### src/rtl/sfo_pkg.sv
/*
 Package for the sync-request filter and over-range register bank.
 Assumes a single 125 MHz clock standing in for the link clock (half the sample rate).
*/
package sfo_pkg;
    // Register addresses on the serial control port
    localparam logic [11:0] SFO_ADDR_SYNC_FILTER = 12'h210;
    localparam logic [11:0] SFO_ADDR_OVR_LEVEL = 12'h211;
    localparam logic [11:0] SFO_ADDR_OVR_CONFIG = 12'h213;
    localparam logic [11:0] SFO_ADDR_STARTUP = 12'h270;
    localparam logic [11:0] SFO_ADDR_POWER_TWO = 12'h29a;
    // Reset values
    localparam logic [7:0] SFO_RST_SYNC_FILTER = 8'h03;
    localparam logic [7:0] SFO_RST_OVR_LEVEL = 8'hf2;
    localparam logic [7:0] SFO_RST_OVR_CONFIG = 8'h07;
    localparam logic [7:0] SFO_RST_POWER_TWO = 8'h0f;
    // Field layout
    localparam int SFO_LIMIT_W = 5;
    localparam int SFO_OVERRANGE_OUTPUT_ENABLE_BIT = 3;
    localparam int SFO_EXP_W = 3;
    localparam int SFO_CHANNELS = 4;
    localparam int SFO_SAMPLE_W = 12;
    // Sample magnitude bits compared against the 8-bit level (level/256 of full scale)
    localparam int SFO_MAG_SHIFT = 3;
    // Base stretch of 4 sampling cycles, two samples per link clock
    localparam logic [9:0] SFO_STRETCH_BASE_CLK = 10'h002;
    // Cycles spent initialising after reset before startup-complete reads 1
    localparam logic [7:0] SFO_INIT_CYCLES = 8'h40;
endpackage : sfo_pkg

### src/rtl/sfo_link_if.sv
/*
 Interface joining the device end and the host end.
 Assumes both ends share sys_clk; the testbench drives sample data.
*/
`timescale 1ns/100ps
`default_nettype none
interface sfo_link_if;
    // Serial control port, one access per strobe
    logic cmd_valid;
    logic cmd_write;
    logic [11:0] cmd_addr;
    logic [7:0] cmd_wdata;
    logic rsp_valid;
    logic [7:0] rsp_rdata;
    // Link request and over-range flags
    logic sync_request_n;
    logic [3:0] overrange_flags;

    modport device (
        input cmd_valid, cmd_write, cmd_addr, cmd_wdata, sync_request_n,
        output rsp_valid, rsp_rdata, overrange_flags
    );
    modport host (
        output cmd_valid, cmd_write, cmd_addr, cmd_wdata, sync_request_n,
        input rsp_valid, rsp_rdata, overrange_flags
    );
endinterface : sfo_link_if
`default_nettype wire

### src/rtl/sfo_device.sv
/*
 Device end: register bank, sync-request filter, four-channel over-range detect and stretch.
 Assumes sys_clk is the link clock; samples arrive as signed words, one per channel per clock.
*/
// How it works
// - Sync request after limit plus one low samples
// - Sample sync request on the link clock
// - Shorter low pulses ignored as error reports
// - Software changes limit only while link disabled
// - Receiver disables error reporting, limit zero recommended
// - Software writes zero to reserved bits
// - Flag when magnitude reaches level threshold
// - Flags held low unless output enable set
// - Stretch flags 4 times two to exponent samples
// - Startup-complete reads one after initialisation
// - Host waits for startup-complete before accesses
`timescale 1ns/100ps
`default_nettype none
module sfo_device (
    // Clock and reset
    input wire logic sys_clk,
    input wire logic srst,
    // Link and control port
    sfo_link_if.device link,
    // Sample inputs, channel a in the low bits
    input wire logic [47:0] sample_data,
    // Link control and over-range flags
    input wire logic serial_link_enable,
    output logic sync_request_q,
    output logic overrange_flag_a,
    output logic overrange_flag_b,
    output logic overrange_flag_c,
    output logic overrange_flag_d
);
    logic [7:0] sync_request_filter_q;
    logic [7:0] overrange_level_q;
    logic [7:0] overrange_config_q;
    logic [7:0] power_profile_two_q;
    logic startup_done_q;
    logic [7:0] init_cnt_q;
    logic [5:0] low_cnt_q;
    logic [3:0] flag_q;
    logic rsp_valid_q;
    logic [7:0] rsp_rdata_q;
    logic [9:0] stretch_len;
    logic [7:0] rdata_d;

    // Register writes
    always_ff @(posedge sys_clk) begin
        if (srst) begin
            sync_request_filter_q <= sfo_pkg::SFO_RST_SYNC_FILTER;
            overrange_level_q <= sfo_pkg::SFO_RST_OVR_LEVEL;
            overrange_config_q <= sfo_pkg::SFO_RST_OVR_CONFIG;
            power_profile_two_q <= sfo_pkg::SFO_RST_POWER_TWO;
        end else if (link.cmd_valid && link.cmd_write) begin
            unique case (link.cmd_addr)
                sfo_pkg::SFO_ADDR_SYNC_FILTER: sync_request_filter_q <= link.cmd_wdata;
                sfo_pkg::SFO_ADDR_OVR_LEVEL: overrange_level_q <= link.cmd_wdata;
                sfo_pkg::SFO_ADDR_OVR_CONFIG: overrange_config_q <= link.cmd_wdata;
                sfo_pkg::SFO_ADDR_POWER_TWO: power_profile_two_q <= link.cmd_wdata;
                default: ;
            endcase
        end
    end

    // Read data mux; unmapped addresses read zero
    always_comb begin
        unique case (link.cmd_addr)
            sfo_pkg::SFO_ADDR_SYNC_FILTER: rdata_d = sync_request_filter_q;
            sfo_pkg::SFO_ADDR_OVR_LEVEL: rdata_d = overrange_level_q;
            sfo_pkg::SFO_ADDR_OVR_CONFIG: rdata_d = overrange_config_q;
            sfo_pkg::SFO_ADDR_STARTUP: rdata_d = {7'h00, startup_done_q};
            sfo_pkg::SFO_ADDR_POWER_TWO: rdata_d = power_profile_two_q;
            default: rdata_d = 8'h00;
        endcase
    end

    // Read answer one clock after the strobe
    always_ff @(posedge sys_clk) begin
        if (srst) begin
            rsp_valid_q <= 1'b0;
            rsp_rdata_q <= 8'h00;
        end else begin
            rsp_valid_q <= link.cmd_valid && !link.cmd_write;
            rsp_rdata_q <= (link.cmd_valid && !link.cmd_write) ? rdata_d : 8'h00;
        end
    end
    assign link.rsp_valid = rsp_valid_q;
    assign link.rsp_rdata = rsp_rdata_q;

    // Initialisation sequencer
    always_ff @(posedge sys_clk) begin
        if (srst) begin
            init_cnt_q <= 8'h00;
            startup_done_q <= 1'b0;
        end else if (!startup_done_q) begin
            init_cnt_q <= init_cnt_q + 8'h01;
            startup_done_q <= (init_cnt_q == sfo_pkg::SFO_INIT_CYCLES - 8'h01);
        end
    end

    // Consecutive-low counter on the link clock; a short low is dropped
    always_ff @(posedge sys_clk) begin
        if (srst || !serial_link_enable) begin
            low_cnt_q <= 6'h00;
            sync_request_q <= 1'b0;
        end else if (link.sync_request_n) begin
            low_cnt_q <= 6'h00;
            sync_request_q <= 1'b0;
        end else begin
            if (low_cnt_q <= {1'b0, sync_request_filter_q[sfo_pkg::SFO_LIMIT_W-1:0]}) begin
                low_cnt_q <= low_cnt_q + 6'h01;
            end
            // Request once limit+1 lows have been seen
            sync_request_q <= (low_cnt_q >= {1'b0, sync_request_filter_q[sfo_pkg::SFO_LIMIT_W-1:0]});
        end
    end

    // Stretch length in link clocks: 2 * 2^exp
    assign stretch_len = sfo_pkg::SFO_STRETCH_BASE_CLK << overrange_config_q[sfo_pkg::SFO_EXP_W-1:0];

    // One detector per channel
    genvar ch;
    generate
        for (ch = 0; ch < sfo_pkg::SFO_CHANNELS; ch++) begin : g_chan
            logic [11:0] smp;
            logic [10:0] mag;
            logic hit;
            logic [9:0] hold_q;
            assign smp = sample_data[ch*sfo_pkg::SFO_SAMPLE_W +: sfo_pkg::SFO_SAMPLE_W];
            assign mag = smp[11] ? 11'(~smp[10:0]) : smp[10:0];
            assign hit = (mag[10:sfo_pkg::SFO_MAG_SHIFT] >= overrange_level_q);
            always_ff @(posedge sys_clk) begin
                if (srst) begin
                    hold_q <= 10'h000;
                    flag_q[ch] <= 1'b0;
                end else begin
                    if (hit) begin
                        hold_q <= stretch_len - 10'h001;
                    end else if (hold_q != 10'h000) begin
                        hold_q <= hold_q - 10'h001;
                    end
                    flag_q[ch] <= overrange_config_q[sfo_pkg::SFO_OVERRANGE_OUTPUT_ENABLE_BIT] &&
                        (hit || hold_q != 10'h000);
                end
            end
        end
    endgenerate

    assign link.overrange_flags = flag_q;
    assign overrange_flag_a = flag_q[0];
    assign overrange_flag_b = flag_q[1];
    assign overrange_flag_c = flag_q[2];
    assign overrange_flag_d = flag_q[3];
endmodule // sfo_device
`default_nettype wire

### src/flat_wrapper.sv
// flat-port wrapper written by rule: the top's interface ports become plain ports
module sfo_device_flat 
  (sys_clk, srst, sample_data, serial_link_enable, sync_request_q, overrange_flag_a, overrange_flag_b, overrange_flag_c, overrange_flag_d, link_cmd_valid, link_cmd_write, link_cmd_addr, link_cmd_wdata, link_sync_request_n, link_rsp_valid, link_rsp_rdata, link_overrange_flags);
  sfo_link_if link_i ();
  input wire logic sys_clk;
  input wire logic srst;
  input wire logic [47:0] sample_data;
  input wire logic serial_link_enable;
  output logic sync_request_q;
  output logic overrange_flag_a;
  output logic overrange_flag_b;
  output logic overrange_flag_c;
  output logic overrange_flag_d;
  input wire logic [$bits(link_i.cmd_valid)-1:0] link_cmd_valid;
  input wire logic [$bits(link_i.cmd_write)-1:0] link_cmd_write;
  input wire logic [$bits(link_i.cmd_addr)-1:0] link_cmd_addr;
  input wire logic [$bits(link_i.cmd_wdata)-1:0] link_cmd_wdata;
  input wire logic [$bits(link_i.sync_request_n)-1:0] link_sync_request_n;
  output wire logic [$bits(link_i.rsp_valid)-1:0] link_rsp_valid;
  output wire logic [$bits(link_i.rsp_rdata)-1:0] link_rsp_rdata;
  output wire logic [$bits(link_i.overrange_flags)-1:0] link_overrange_flags;
  assign link_i.cmd_valid = link_cmd_valid;
  assign link_i.cmd_write = link_cmd_write;
  assign link_i.cmd_addr = link_cmd_addr;
  assign link_i.cmd_wdata = link_cmd_wdata;
  assign link_i.sync_request_n = link_sync_request_n;
  assign link_rsp_valid = link_i.rsp_valid;
  assign link_rsp_rdata = link_i.rsp_rdata;
  assign link_overrange_flags = link_i.overrange_flags;
  sfo_device u_core (.sys_clk(sys_clk), .srst(srst), .link(link_i), .sample_data(sample_data), .serial_link_enable(serial_link_enable), .sync_request_q(sync_request_q), .overrange_flag_a(overrange_flag_a), .overrange_flag_b(overrange_flag_b), .overrange_flag_c(overrange_flag_c), .overrange_flag_d(overrange_flag_d));
endmodule
### config.mk
export PLATFORM = sky130hd
export DESIGN_NAME = sfo_device_flat
export DESIGN_NICKNAME = d
export VERILOG_FILES = /design/src/rtl/sfo_pkg.sv /design/src/rtl/sfo_link_if.sv /design/src/rtl/sfo_device.sv /design/src/flat_wrapper.sv
export SDC_FILE = /design/constraint.sdc
export NUM_CORES = 1
export LEC_CHECK = 0
export BUFFER_PORTS_ARGS = -buffer_cell sky130_fd_sc_hd__buf_2
export CORE_ASPECT_RATIO = 1.25
export CORE_MARGIN = 4
export CORE_UTILIZATION = 30
export CTS_BUF_LIST = sky130_fd_sc_hd__clkbuf_8 sky130_fd_sc_hd__clkbuf_16
export DETAILED_ROUTE_END_ITERATION = 10
export PLACE_DENSITY = 0.61
export SETUP_SLACK_MARGIN = 0.05
export SKIP_LAST_GASP = 1
export SLEW_MARGIN = 25
export SYNTH_ARGS = -nofsm -noshare
export SYNTH_HDL_FRONTEND = slang
export SYNTH_SLANG_ARGS = --single-unit
### constraint.sdc
create_clock -name sys_clk -period 3.1 [get_ports sys_clk]
set_input_delay 0.93 -clock sys_clk [delete_from_list [all_inputs] [get_ports sys_clk]]
set_output_delay 0.93 -clock sys_clk [all_outputs]
set_load 0.1 [all_outputs]
# == Yosys cells after proc, flatten, opt, wreduce, memory -nomap -nowiden ==
# Index checks and enable logic that the tools add are counted.
# word_totals
reg_bits,101
in_bits,74
output_inout_bits,18
word_cells,84
# classes
addsub,7
n_lt_le_gt_ge,6
eq_ne,6
shifts,1
n_mux,14
n_bitwise,5
reduce_logical,27
# ops
operator,count
$mux 10,8
$eq 12x10->1 const B,5
$sub 10x1->10 const B,5
$mux 11,4
$not 11->11,4
$pmux 8 s5,1
$reduce_bool 10->1,4
$ge 8x8->1,4
$shl 2x3->10 const A,1
$add 8x1->8 const B,1
$eq 8x6->1 const B,1
$reduce_and 2->1,4
$reduce_bool 2->1,4
$add 6x1->6 const B,1
$ge 6x5->1,1
$le 6x5->1,1
$logic_and 1x1->1,6
$logic_or 1x1->1,5
$reduce_or 2->1,2
$logic_not 1->1,2
$mux 1,1
$not 1->1,1

# == Depth between registers and ports, before layout ==
# Gate-level depths: netlist of run 1.
# logic_depth
ltp_word,5
ltp_mapped,9
depth_no_buf,7

# == Worst setup path after synthesis of run 1 ==
# Ideal clock, no wire load.
# synth_path
path_type,input to register
from,in sample_data[23]
to,reg u_core.g_chan[1].hold_q[4]
setup_ns,0.128
t_arrival_ns,2.832
path_slack_ns,0.140
path_stages,9
n_path_buf,2
path_cell_list,clkbuf_1 -> xor2_1 -> ha_1 -> a21o_1 -> a221o_1 -> a41oi_1 -> buf_4 -> mux2i_1 -> nor2_1
# synth_between
elab_chain_len,3
word_cells_on_any_way,4
classes_between,order compare (1); mux (2); reduce/logical (1)
# synth_rtl
item,line,rtl
from (decl),flat_wrapper.sv:7,input wire logic [47:0] sample_data;
$mux 11 *,sfo_device.sv:131,assign mag = smp[11] ? 11'(~smp[10:0]) : smp[10:0];
$ge 8x8->1 *,sfo_device.sv:132,assign hit = (mag[10:sfo_pkg::SFO_MAG_SHIFT] >= overrange_level_q);
$mux 10 / $reduce_bool 2->1 (equally long branches),n/a,
to (signal assigned),sfo_device.sv:139,hold_q <= stretch_len - 10'h001;
to (signal assigned),sfo_device.sv:141,hold_q <= hold_q - 10'h001;
to (decl),sfo_device.sv:129,logic [9:0] hold_q;
# Every way passes the cells marked *; elsewhere a longest branch is shown, timed or not.
# A chain may end at the register's enable or synchronous reset.

# == Worst setup path after layout of run 1 ==
# layout_path
from,in sample_data[23]
to,reg u_core.g_chan[1].hold_q[2]
# The elaborated chain is that of the path after synthesis.

==> flow_summary.ini, run 1 <==
[cts]
h-tree-depth = 3
post_cts_buffers = 0
cts_made_buffers = 9
clk_pin_slew_ns = 0.07
postCtsResizedCells = 0
insertion_delay_ns = 0.34
clockRootBuffer = clkbuf_16
cts.path.max_buffers = 2
ctsHoldBuffers = 0
cts_tree = built
cts_sinks = 101

[logic_synthesis]
synthMuxAreaShare = 0.0516
yosysWarningCount = 0
synthSimpleGateAreaFrac = 0.198
synth_top_family_by_area = simple AND/OR/NAND/NOR gates
synthAdderAreaFrac = 0.0956
synth_xor_area_frac = 0.112
synthArstFlopShare = 0
synth-seq-cells = 101
synth_top_flop_cell = dfxtp_1
synth_largest_area_cell = dfxtp_1
seq_area_frac_synth = 0.359
synth_area_per_cell_sq_um = 9.05
synth_edf_count = 0
synth_top_area_share = 0.359
synth_compound_area_frac = 0.138
synth_fp_nets = 739
ys_types = 62
netlist_area_sq_mm = 0.00563
synth.area.top_cells = dfxtp_1, ha_1, xor2_1
syn_inst = 622

[setup_path]
crit_fanout = 12
crit_family = compound AO/OA/AOI/OAI gates
crit_end = u_core.g_chan[1].hold_q[2]
cp-startpoint = sample_data[23]
r2r_cells = 8
worst_path_largest_cell_delay_ns = 0.34
arrival_ns = 2.83
cp-start-kind = input port
path_class = in -> reg
r2r_setup_slack_ns = 0.99
r2r-start = u_core.overrange_level_q[6]
crit_slowest_cell = a221o_1
critPathBufInv = 2
endpoint_kind = flip-flop
crit_chain = buf_2, xor2_1, ha_1, a21o_1, a221o_1, a41oi_1, buf_4, nand2_1, o22ai_1
r2r-end = u_core.g_chan[1].hold_q[2]
cp.required_ns = 3.36
cp.depth = 9

[detailed_routing]
drc = 0
drtIter0Drc = 167
num_vias = 4573
ant_nets = 0
drt-vias-per-instance = 4.93
wl_met1_um = 6100
top_layer_used = met4
first_pass_iters = 5
wl_met2_um = 6830
dr_wl_met3_um = 552
wirelength_um = 13600
wl_per_cell_um = 14.7

[outcome]
status = finished, final reports clean

[floorplanning]
dieArea_sq_mm = 0.0210
die_h_um = 161
die_x_um = 131
num_rows = 55
initial_utilization = 0.308
core_region_area_sq_mm = 0.0183
boundaryPins = 92

[hold_path]
whs_path_depth = 2
hp-class = reg -> reg

[cells_and_area]
synthToLayoutAreaGrowth_pct = 16.3
fin_nets = 813
drive_gt1_frac = 0.182
ff_latch_area_sq_mm = 0.00202
layoutNonFillerInstCount = 927
n_antenna_cell = 0
fillCellCount = 1904
final_cell_area_sq_mm = 0.00655
multi_input_area_sq_mm = 0.00335

[global_routing]
grt_usage = 0.133
grt_max_degree = 34
grt-ovfl-total = 0
grt_pass1_vias = 4492
grt_pass1_wl_um = 22500
antenna_found_initial = 0

[timing]
setup_viol = 0
rsz0062_at_grt = no
slew_headroom = 0.420
period_needed_ns = 2.56
timing.fmax_mhz = 390
tightest_slew_ns = 0.866
skew_ns = 0.00690
final.setup.tns_ns = 0
slew_viol_final = 0
hold_viol_final = 0
fin_crit_sh = 0.827

[power]
power.density_mw_per_mm2 = 685
p_leak_uw = 0.00288
ir_drop_uv = 332

[place]
placed_area_sq_mm = 0.00625
portBuffers = 79
dp_cells = 913
gp_congestion = 0.765
hpwl_um = 10300

[run]
timing.max_cap.violations = 0
synthesized netlist by cell type (4+ instances only):
cell type,count
nand3_1,12
buf_4,8
nor4_1,4
clkbuf_1,15
a22oi_1,6
xnor2_1,30
nor3_1,24
ha_1,43
a21o_1,7
o21ai_0,16
inv_1,27
nand4_1,4
a21oi_1,37
or3_1,6
nand2_1,44
o211ai_1,8
nor2b_1,8
nor2_1,63
o22ai_1,20
a22o_1,7
mux2i_1,29
and3_1,6
xor2_1,42
dfxtp_1,101
worst min-delay path, stage by stage, from the launching register on:
cell	delay, ns
dfxtp_1	0.31
nand2_1	0.05
a21oi_1	0.06
cell families (layout without fill, tap and decap cells):
| family | after synthesis | count (layout) |
|---|---|---|
| AO/OA/AOI/OAI | 119 | 119 |
| multiplexers | 29 | 29 |
| buffers and inverters | 55 | 132 |
| XOR/XNOR | 72 | 72 |
| adder cells (fa/ha/maj) | 43 | 43 |
| flip-flops | 101 | 101 |
| AND/OR/NAND/NOR | 203 | 203 |
state kept, by name, summed over array words and instances (netlist names):
name	cells
u_core.low_cnt_q	6
u_core.link.rsp_rdata	8
u_core.overrange_level_q	8
u_core.startup_done_q	1
u_core.overrange_flag_c	1
u_core.overrange_flag_b	1
u_core.sync_request_q	1
u_core.sync_request_filter_q	8
u_core.power_profile_two_q	8
u_core.overrange_flag_a	1
u_core.link.rsp_valid	1
u_core.overrange_config_q	8
u_core.init_cnt_q	8
u_core.overrange_flag_d	1
u_core.g_chan.hold_q	40
through the flow:
step	utilization	hold slack (ns)	total power, uW	setup WS (ns)
2_1_floorplan	-	0.432	3030	0.140
3_3_place_gp	0.341	0.476	3300	0.214
3_5_place_dp	0.341	0.464	3330	0.177
4_1_cts	0.358	0.475	4520	0.536
5_1_grt	0.358	0.495	4800	0.372
6_report	0.358	0.469	4490	0.537
per-layer routing:
metal / vias to the layer above / global-route usage
met5: - / 0
met2: 69 / 0.227
li1: 2352 / -
met1: 2142 / 0.172
met3: 10 / 0.0218
met4: 0 / 0.0365
power breakdown:
group | switching, uW | internal (uW)
clock network | 484 | 697
logic | 773 | 775
registers | 220 | 1540
final cells by class:
cell class	instances	area share
clock buffers	9	0.0344
clock inverters	5	0.0118
inverters	27	0.0155
multi-input cells	466	0.512
flip-flops and latches	101	0.309
well taps	228	0.0436
repair buffers	91	0.0741
cell usage in the layout (no fill, tap or decap), types with 3 or more instances in the layout:
cell         n
or4b_4       3
o211ai_1     8
dfxtp_1    101
nor2b_1      8
xor2_1      42
buf_2       79
inv_1       28
nor3_4       3
nand2_1     44
a21o_1       7
buf_4       12
o21ai_0     16
a22o_1       7
a21oi_1     37
nor4_1       4
nand4_1      4
a31o_2       3
nand3_1     12
and3_1       6
nor3_1      24
ha_1        43
a22oi_1      6
nor2_1      63
mux2i_1     29
o22ai_1     20
nand4b_1     3
or4_1        3
xnor2_1     30
or3_1        6
clkbuf_16    9
how the worst min path moves through the flow:
stage | endpoint | slack, ns | startpoint
2_1_floorplan | u_core.link.rsp_rdata[1] | 0.43 | u_core.overrange_level_q[1]
3_3_place_gp | u_core.power_profile_two_q[4] | 0.48 | u_core.power_profile_two_q[4]
3_5_place_dp | u_core.link.rsp_rdata[4] | 0.46 | u_core.overrange_level_q[4]
4_1_cts | u_core.link.rsp_rdata[4] | 0.47 | u_core.overrange_level_q[4]
5_1_grt | u_core.link.rsp_rdata[4] | 0.50 | u_core.overrange_level_q[4]
6_report | u_core.link.rsp_rdata[4] | 0.47 | u_core.overrange_level_q[4]
Note: power is estimated with default switching activity, not from simulation.
==> run 2, diff against run 1 <==
--- a/config.mk
+++ b/config.mk
@@ -5,13 +5,14 @@
 export SDC_FILE = /design/constraint.sdc
 export NUM_CORES = 1
 export LEC_CHECK = 0
+export ABC_AREA = 1
 export BUFFER_PORTS_ARGS = -buffer_cell sky130_fd_sc_hd__buf_2
 export CORE_ASPECT_RATIO = 1.25
 export CORE_MARGIN = 4
 export CORE_UTILIZATION = 30
 export CTS_BUF_LIST = sky130_fd_sc_hd__clkbuf_8 sky130_fd_sc_hd__clkbuf_16
 export DETAILED_ROUTE_END_ITERATION = 10
-export PLACE_DENSITY = 0.61
+export PLACE_DENSITY = 0.59
 export SETUP_SLACK_MARGIN = 0.05
 export SKIP_LAST_GASP = 1
 export SLEW_MARGIN = 25
==> constraint.sdc (replaced) <==
create_clock -name sys_clk -period 2.4 [get_ports sys_clk]
set_input_delay 0.72 -clock sys_clk [delete_from_list [all_inputs] [get_ports sys_clk]]
set_output_delay 0.72 -clock sys_clk [all_outputs]
set_load 0.1 [all_outputs]
==> run 2 against run 1 <==
Wire length increased by 20%. Via count increased by 29%. Global-route usage increased by 0.76 points. Combinational power increased by 48%. Non-clock buffer count increased by 14. Total power increased by 33%. Count of clock-buffer cells in the layout increased by 1. Clock skew increased by 0.0023 ns. Sequential power increased by 21%. First-iteration DRC count increased by 29%.
==> flow_summary.ini, run 2 <==
[outcome]
status = finished, final reports clean

[cells_and_area]
final_common_cell = nand2_1
mostFrequentLayoutCells = nand2_1, inv_1, nor2_1
synthToLayoutAreaGrowth_pct = 17.5
n_antenna_cell = 0
fin_nets = 1128
regMostFlops = u_core.g_chan.hold_q
largest_register_ffs = 40
final_cell_area_sq_mm = 0.00748
utilization = 0.358
drive_gt1_frac = 0.172

[detailed_routing]
drt-vias-per-instance = 4.57
first_pass_iters = 4
drc = 0
wirelength_um = 16400
drtIter0Drc = 216
num_vias = 5894
wl_per_cell_um = 12.7
ant_nets = 0

[logic_synthesis]
synth_top_area_share = 0.317
synthSimpleGateAreaFrac = 0.325
synthMostInstantiatedCell = nand2_1
synth_compound_area_frac = 0.105
synthMuxAreaShare = 0
ys_types = 36
synth-seq-cells = 101
synthArstFlopShare = 0
synth_fp_nets = 1036
seq_area_frac_synth = 0.317
synth.area.top_cells = dfxtp_1, nand2_1, ha_1
synth_area_per_cell_sq_um = 6.93
synth_largest_area_cell = dfxtp_1
synth_xor_area_frac = 0.0715
synth_top_family_by_area = simple AND/OR/NAND/NOR gates
synth_edf_count = 0
synthAdderAreaFrac = 0.0844
synth_top_flop_cell = dfxtp_1
netlist_area_sq_mm = 0.00637
synth_common_cells = nand2_1, inv_1, nor2_1, dfxtp_1, nand3_1
syn_inst = 919
yosysWarningCount = 0

[timing]
period_needed_ns = 2.12
fin_crit_sh = 0.883
hold_viol_final = 0
slew_headroom = 0.670
setup_viol = 0
tightest_slew_ns = 0.491
slew_viol_final = 0
hold_ws_ns = 0.450
skew_ns = 0.00922
rsz0062_at_grt = no
timing.fmax_mhz = 472

[setup_path]
r2r-end = u_core.g_chan[2].hold_q[5]
crit_slowest_cell = nand3_1
cp-startpoint = sample_data[35]
r2r_setup_slack_ns = 0.37
critPathBufInv = 2
worst_path_largest_cell_delay_ns = 0.29
cp.depth = 10
crit_chain = buf_2, xor2_1, ha_1, nand2_1, inv_1, nor2_1, o21a_1, nand3_1, a21oi_1, nor2_1
crit_fanout = 8
cp.required_ns = 2.65
endpoint_kind = flip-flop
r2r-start = u_core.overrange_level_q[7]
cp-start-kind = input port
path_class = in -> reg
r2r_cells = 9
crit_family = simple AND/OR/NAND/NOR gates
arrival_ns = 2.37
path_common_cell = nor2_1
crit_end = u_core.g_chan[2].hold_q[5]

[place]
placed_area_sq_mm = 0.00718
gp_congestion = 0.849
hpwl_um = 13200
portBuffers = 79

[cts]
clk_pin_slew_ns = 0.07
insertion_delay_ns = 0.35
ctsHoldBuffers = 0
clockRootBuffer = clkbuf_16
h-tree-depth = 3
postCtsResizedCells = 0
post_cts_buffers = 0
cts_made_buffers = 9
cts_sinks = 101
cts_tree = built
cts.path.max_buffers = 2

[power]
p_total_uw = 5960
ir_drop_uv = 400
power.density_mw_per_mm2 = 796
p_leak_uw = 0.00365

[floorplanning]
die_x_um = 138
dieArea_sq_mm = 0.0237
initial_utilization = 0.305
die_h_um = 171
core_region_area_sq_mm = 0.0209
boundaryPins = 92
num_rows = 59

[run]
timing.max_cap.violations = 0

[global_routing]
grt_pass1_wl_um = 27200
grt_usage = 0.141
antenna_found_initial = 0
grt_max_degree = 28
grt-ovfl-total = 0
grt_pass1_vias = 5599

[hold_path]
hp-class = reg -> reg
-- run 2: stage by stage --
| step | std cells | worst slack, ns | setup TNS, ns |
|---|---|---|---|
| detailed placement | 1274 | -0.0937 | -1.14 |
| floorplan | 919 | 0.111 | 0 |
| global placement | 1274 | -0.0777 | -0.562 |
| global route | 1290 | 0.108 | 0 |
| finish | 1290 | 0.280 | 0 |
| CTS | 1290 | 0.282 | 0 |
-- run 2: kinds of logic after synthesis --
logic type	after synthesis
AO/OA/AOI/OAI	113
flip-flops	101
XOR/XNOR	52
AND/OR/NAND/NOR	462
adder cells (fa/ha/maj)	43
buffers and inverters	148
-- run 2: per-layer routing --
layer	wire length, um	vias up	global-route usage
li1	-	3146	-
met1	7310	2642	0.170
met2	8350	93	0.257
met3	581	13	0.0249
met4	195	0	0.0387
met5	0	-	0
-- run 2: power by group --
group | switching (uW) | internal [uW] | leakage (uW)
registers | 188 | 1950 | 0.000823
clock network | 689 | 848 | 0.000150
logic | 1380 | 913 | 0.00268
total | 2250 | 3710 | 0.00365
-- run 2: layout make-up --
class                   count  area (sq um)
fillers                  2257         13400
multi-input cells         670          3730
flip-flops and latches    101          2020
repair buffers            105           616
inverters                 124           467
well taps                 274           343
clock buffers              10           239
clock inverters             6          68.8
-- run 2: worst register-to-register path, stage by stage (launching register included) --
cell,delay [ns]
dfxtp_1,0.37
inv_1,0.18
ha_1,0.35
nand2_1,0.07
inv_1,0.03
nor2_1,0.08
o21a_1,0.27
nand3_1,0.29
a21oi_1,0.21
nor2_1,0.06
-- run 2: worst min-delay path by stage --
stage	cells after the start	from	slack (ns)	to
after floorplan	2	u_core.power_profile_two_q[5]	0.42	u_core.power_profile_two_q[5]
after global placement	2	u_core.power_profile_two_q[6]	0.44	u_core.power_profile_two_q[6]
after detailed placement	2	u_core.power_profile_two_q[6]	0.44	u_core.power_profile_two_q[6]
after CTS	2	u_core.power_profile_two_q[6]	0.45	u_core.power_profile_two_q[6]
after global routing	2	u_core.power_profile_two_q[6]	0.47	u_core.power_profile_two_q[6]
final	2	u_core.power_profile_two_q[5]	0.45	u_core.power_profile_two_q[5]
==> run 3, diff against run 2 <==
--- a/config.mk
+++ b/config.mk
@@ -7,12 +7,12 @@
 export LEC_CHECK = 0
 export ABC_AREA = 1
 export BUFFER_PORTS_ARGS = -buffer_cell sky130_fd_sc_hd__buf_2
-export CORE_ASPECT_RATIO = 1.25
 export CORE_MARGIN = 4
 export CORE_UTILIZATION = 30
 export CTS_BUF_LIST = sky130_fd_sc_hd__clkbuf_8 sky130_fd_sc_hd__clkbuf_16
 export DETAILED_ROUTE_END_ITERATION = 10
 export PLACE_DENSITY = 0.59
+export REMOVE_ABC_BUFFERS = 1
 export SETUP_SLACK_MARGIN = 0.05
 export SKIP_LAST_GASP = 1
 export SLEW_MARGIN = 25
==> run 3 against run 2 <==
Flip-flop and latch count unchanged. Core utilization down 0.27 points. Highest routed layer unchanged. Die area about the same. Register-to-register slack better by 0.07 ns. Critical path depth up 1. Count of clock-buffer cells in the layout up 1. Critical endpoint unchanged. Clock skew up 0.0056 ns. Via count down 0.95%. Final cell count unchanged. Largest power group unchanged. Final area down 0.45%. Sequential power about the same. Hold slack worse by 0.00077 ns.
==> flow_summary.ini, run 3 (same netlist as run 2, synthesis figures left out) <==
[setup_path]
cp-start-kind = input port
r2r_cells = 11
endpoint_kind = flip-flop
r2r_setup_slack_ns = 0.44
path_class = in -> reg
crit_chain = buf_2, xor2_1, ha_1, inv_1, nor2_1, o21bai_1, nand2_1, nand2_2, nand3_1, a21oi_1, nor2_1
path_common_cell = nor2_1
arrival_ns = 2.34
crit_slowest_cell = ha_1
r2r-start = u_core.overrange_level_q[3]
cp.required_ns = 2.64
worst_path_largest_cell_delay_ns = 0.25
crit_fanout = 8
r2r-end = u_core.g_chan[3].hold_q[6]

[place]
portBuffers = 79
gp_congestion = 0.850
hpwl_um = 13000

[cells_and_area]
mostFrequentLayoutCells = nand2_1, nor2_1, inv_1
fillCellCount = 2249
synthToLayoutAreaGrowth_pct = 16.9
fin_nets = 1127
n_antenna_cell = 0
utilization = 0.356
final_common_cell = nand2_1
regMostFlops = u_core.g_chan.hold_q
largest_register_ffs = 40
drive_gt1_frac = 0.172

[power]
p_total_uw = 5960
p_leak_uw = 0.00364
p_comb_frac = 0.388
power.density_mw_per_mm2 = 800
switching_share = 0.388
p_seq_frac = 0.359
p_int_uw = 3650
p_clk_frac = 0.253
ir_drop_uv = 323
switchingPower_uw = 2310

[cts]
insertion_delay_ns = 0.36
clk_pin_slew_ns = 0.07
clockRootBuffer = clkbuf_16
ctsHoldBuffers = 0
h-tree-depth = 3
cts.path.max_buffers = 2
cts_sinks = 101
cts_tree = built
cts_made_buffers = 9

[timing]
hold_ws_ns = 0.449
skew_ns = 0.0149
slew_viol_final = 0
timing.fmax_mhz = 478
slew_headroom = 0.665
rsz0062_at_grt = no
fin_crit_sh = 0.872
tightest_slew_ns = 0.499
period_needed_ns = 2.09
setup_viol = 0
hold_viol_final = 0
final.setup.tns_ns = 0

[detailed_routing]
drt-vias-per-instance = 4.53
num_vias = 5838
drc = 0
first_pass_iters = 5
wirelength_um = 16400
wl_per_cell_um = 12.7
drtIter0Drc = 315
ant_nets = 0

[floorplanning]
boundaryPins = 92
dieArea_sq_mm = 0.0236
core_region_area_sq_mm = 0.0210
die_x_um = 154
die_h_um = 154
num_rows = 53
initial_utilization = 0.304

[hold_path]
hp-start = u_core.power_profile_two_q[5]
hp-class = reg -> reg
whs_path_depth = 2
min_to = u_core.power_profile_two_q[5]

[global_routing]
antenna_found_initial = 0
grt-ovfl-total = 0
grt_pass1_wl_um = 27000
grt_pass1_vias = 5448
grt_usage = 0.140
grt_max_degree = 42

[outcome]
status = finished, final reports clean

[run]
timing.max_cap.violations = 0
==> run 3: changes by cell type in the layout (fill, tap and decap cells not counted), sizes merged <==
cell | previous run | this run
clkbuf | 10 | 11
bufinv | 1 | 0
buf | 105 | 104
==> run 3: layout make-up <==
cell class,instances,area (sq um),area share
Clock buffer,11,253,0.0339
Clock inverter,5,52.6,0.00705
Inverter,124,467,0.0626
Multi-Input combinational cell,670,3730,0.501
Sequential cell,101,2020,0.271
Tap cell,275,344,0.0462
Timing Repair Buffer,104,583,0.0783
==> run 3: power groups by stage <==
stage	Clock, uW	Sequential (uW)	Combinational, uW
floorplan	0	2130	1810
global placement	0	2170	2280
detailed placement	0	2170	2310
CTS	1530	2130	2330
global route	1610	2170	2700
finish	1510	2140	2310
==> run 3: worst max path at each step <==
stage                                        from                         end  slack (ns)  cells past startpoint
final                             sample_data[35]  u_core.g_chan[2].hold_q[5]        0.31                     11
after global routing              sample_data[47]  u_core.g_chan[3].hold_q[6]        0.09                     13
after CTS                         sample_data[35]  u_core.g_chan[2].hold_q[5]        0.30                     11
after detailed placement          sample_data[35]  u_core.g_chan[2].hold_q[5]       -0.08                     11
after global placement            sample_data[35]  u_core.g_chan[2].hold_q[5]       -0.05                     11
after floorplan           u_core.overrange_flag_a     link_overrange_flags[0]        0.13                      0
==> run 3: repair_timing <==
action | CTS | global route
resized for setup | 0 | 1
endpoints found under the setup margin | 0 | 2
buffers inserted | 0 | 0
==> run 3: worst max-delay path: cells and delay by family <==
kind,cells,cell delay [ns]
simple gates,5,0.57
compound gates,2,0.31
fa+ha+maj,1,0.25
xor+xnor,1,0.17
buf+inv,2,0.30
==> run 3: per-stage QoR <==
stage	instances	instance area, sq um	setup slack, ns
6_report	1290	7450	0.306
5_1_grt	1290	7450	0.0851
4_1_cts	1290	7450	0.302
3_5_place_dp	1274	7150	-0.0765
3_3_place_gp	1274	7150	-0.0490
2_1_floorplan	895	6220	0.127
==> run 3: per-layer routing <==
metal / routed length [um] / vias up / part of all wire / global-route usage
met1: 8040 / 2581 / 0.49 / 0.189
met4: 362 / 0 / 0.022 / 0.0580
met2: 7340 / 96 / 0.45 / 0.224
met3: 663 / 16 / 0.040 / 0.0194
met5: 0 / - / 0 / 0
li1: - / 3145 / - / -
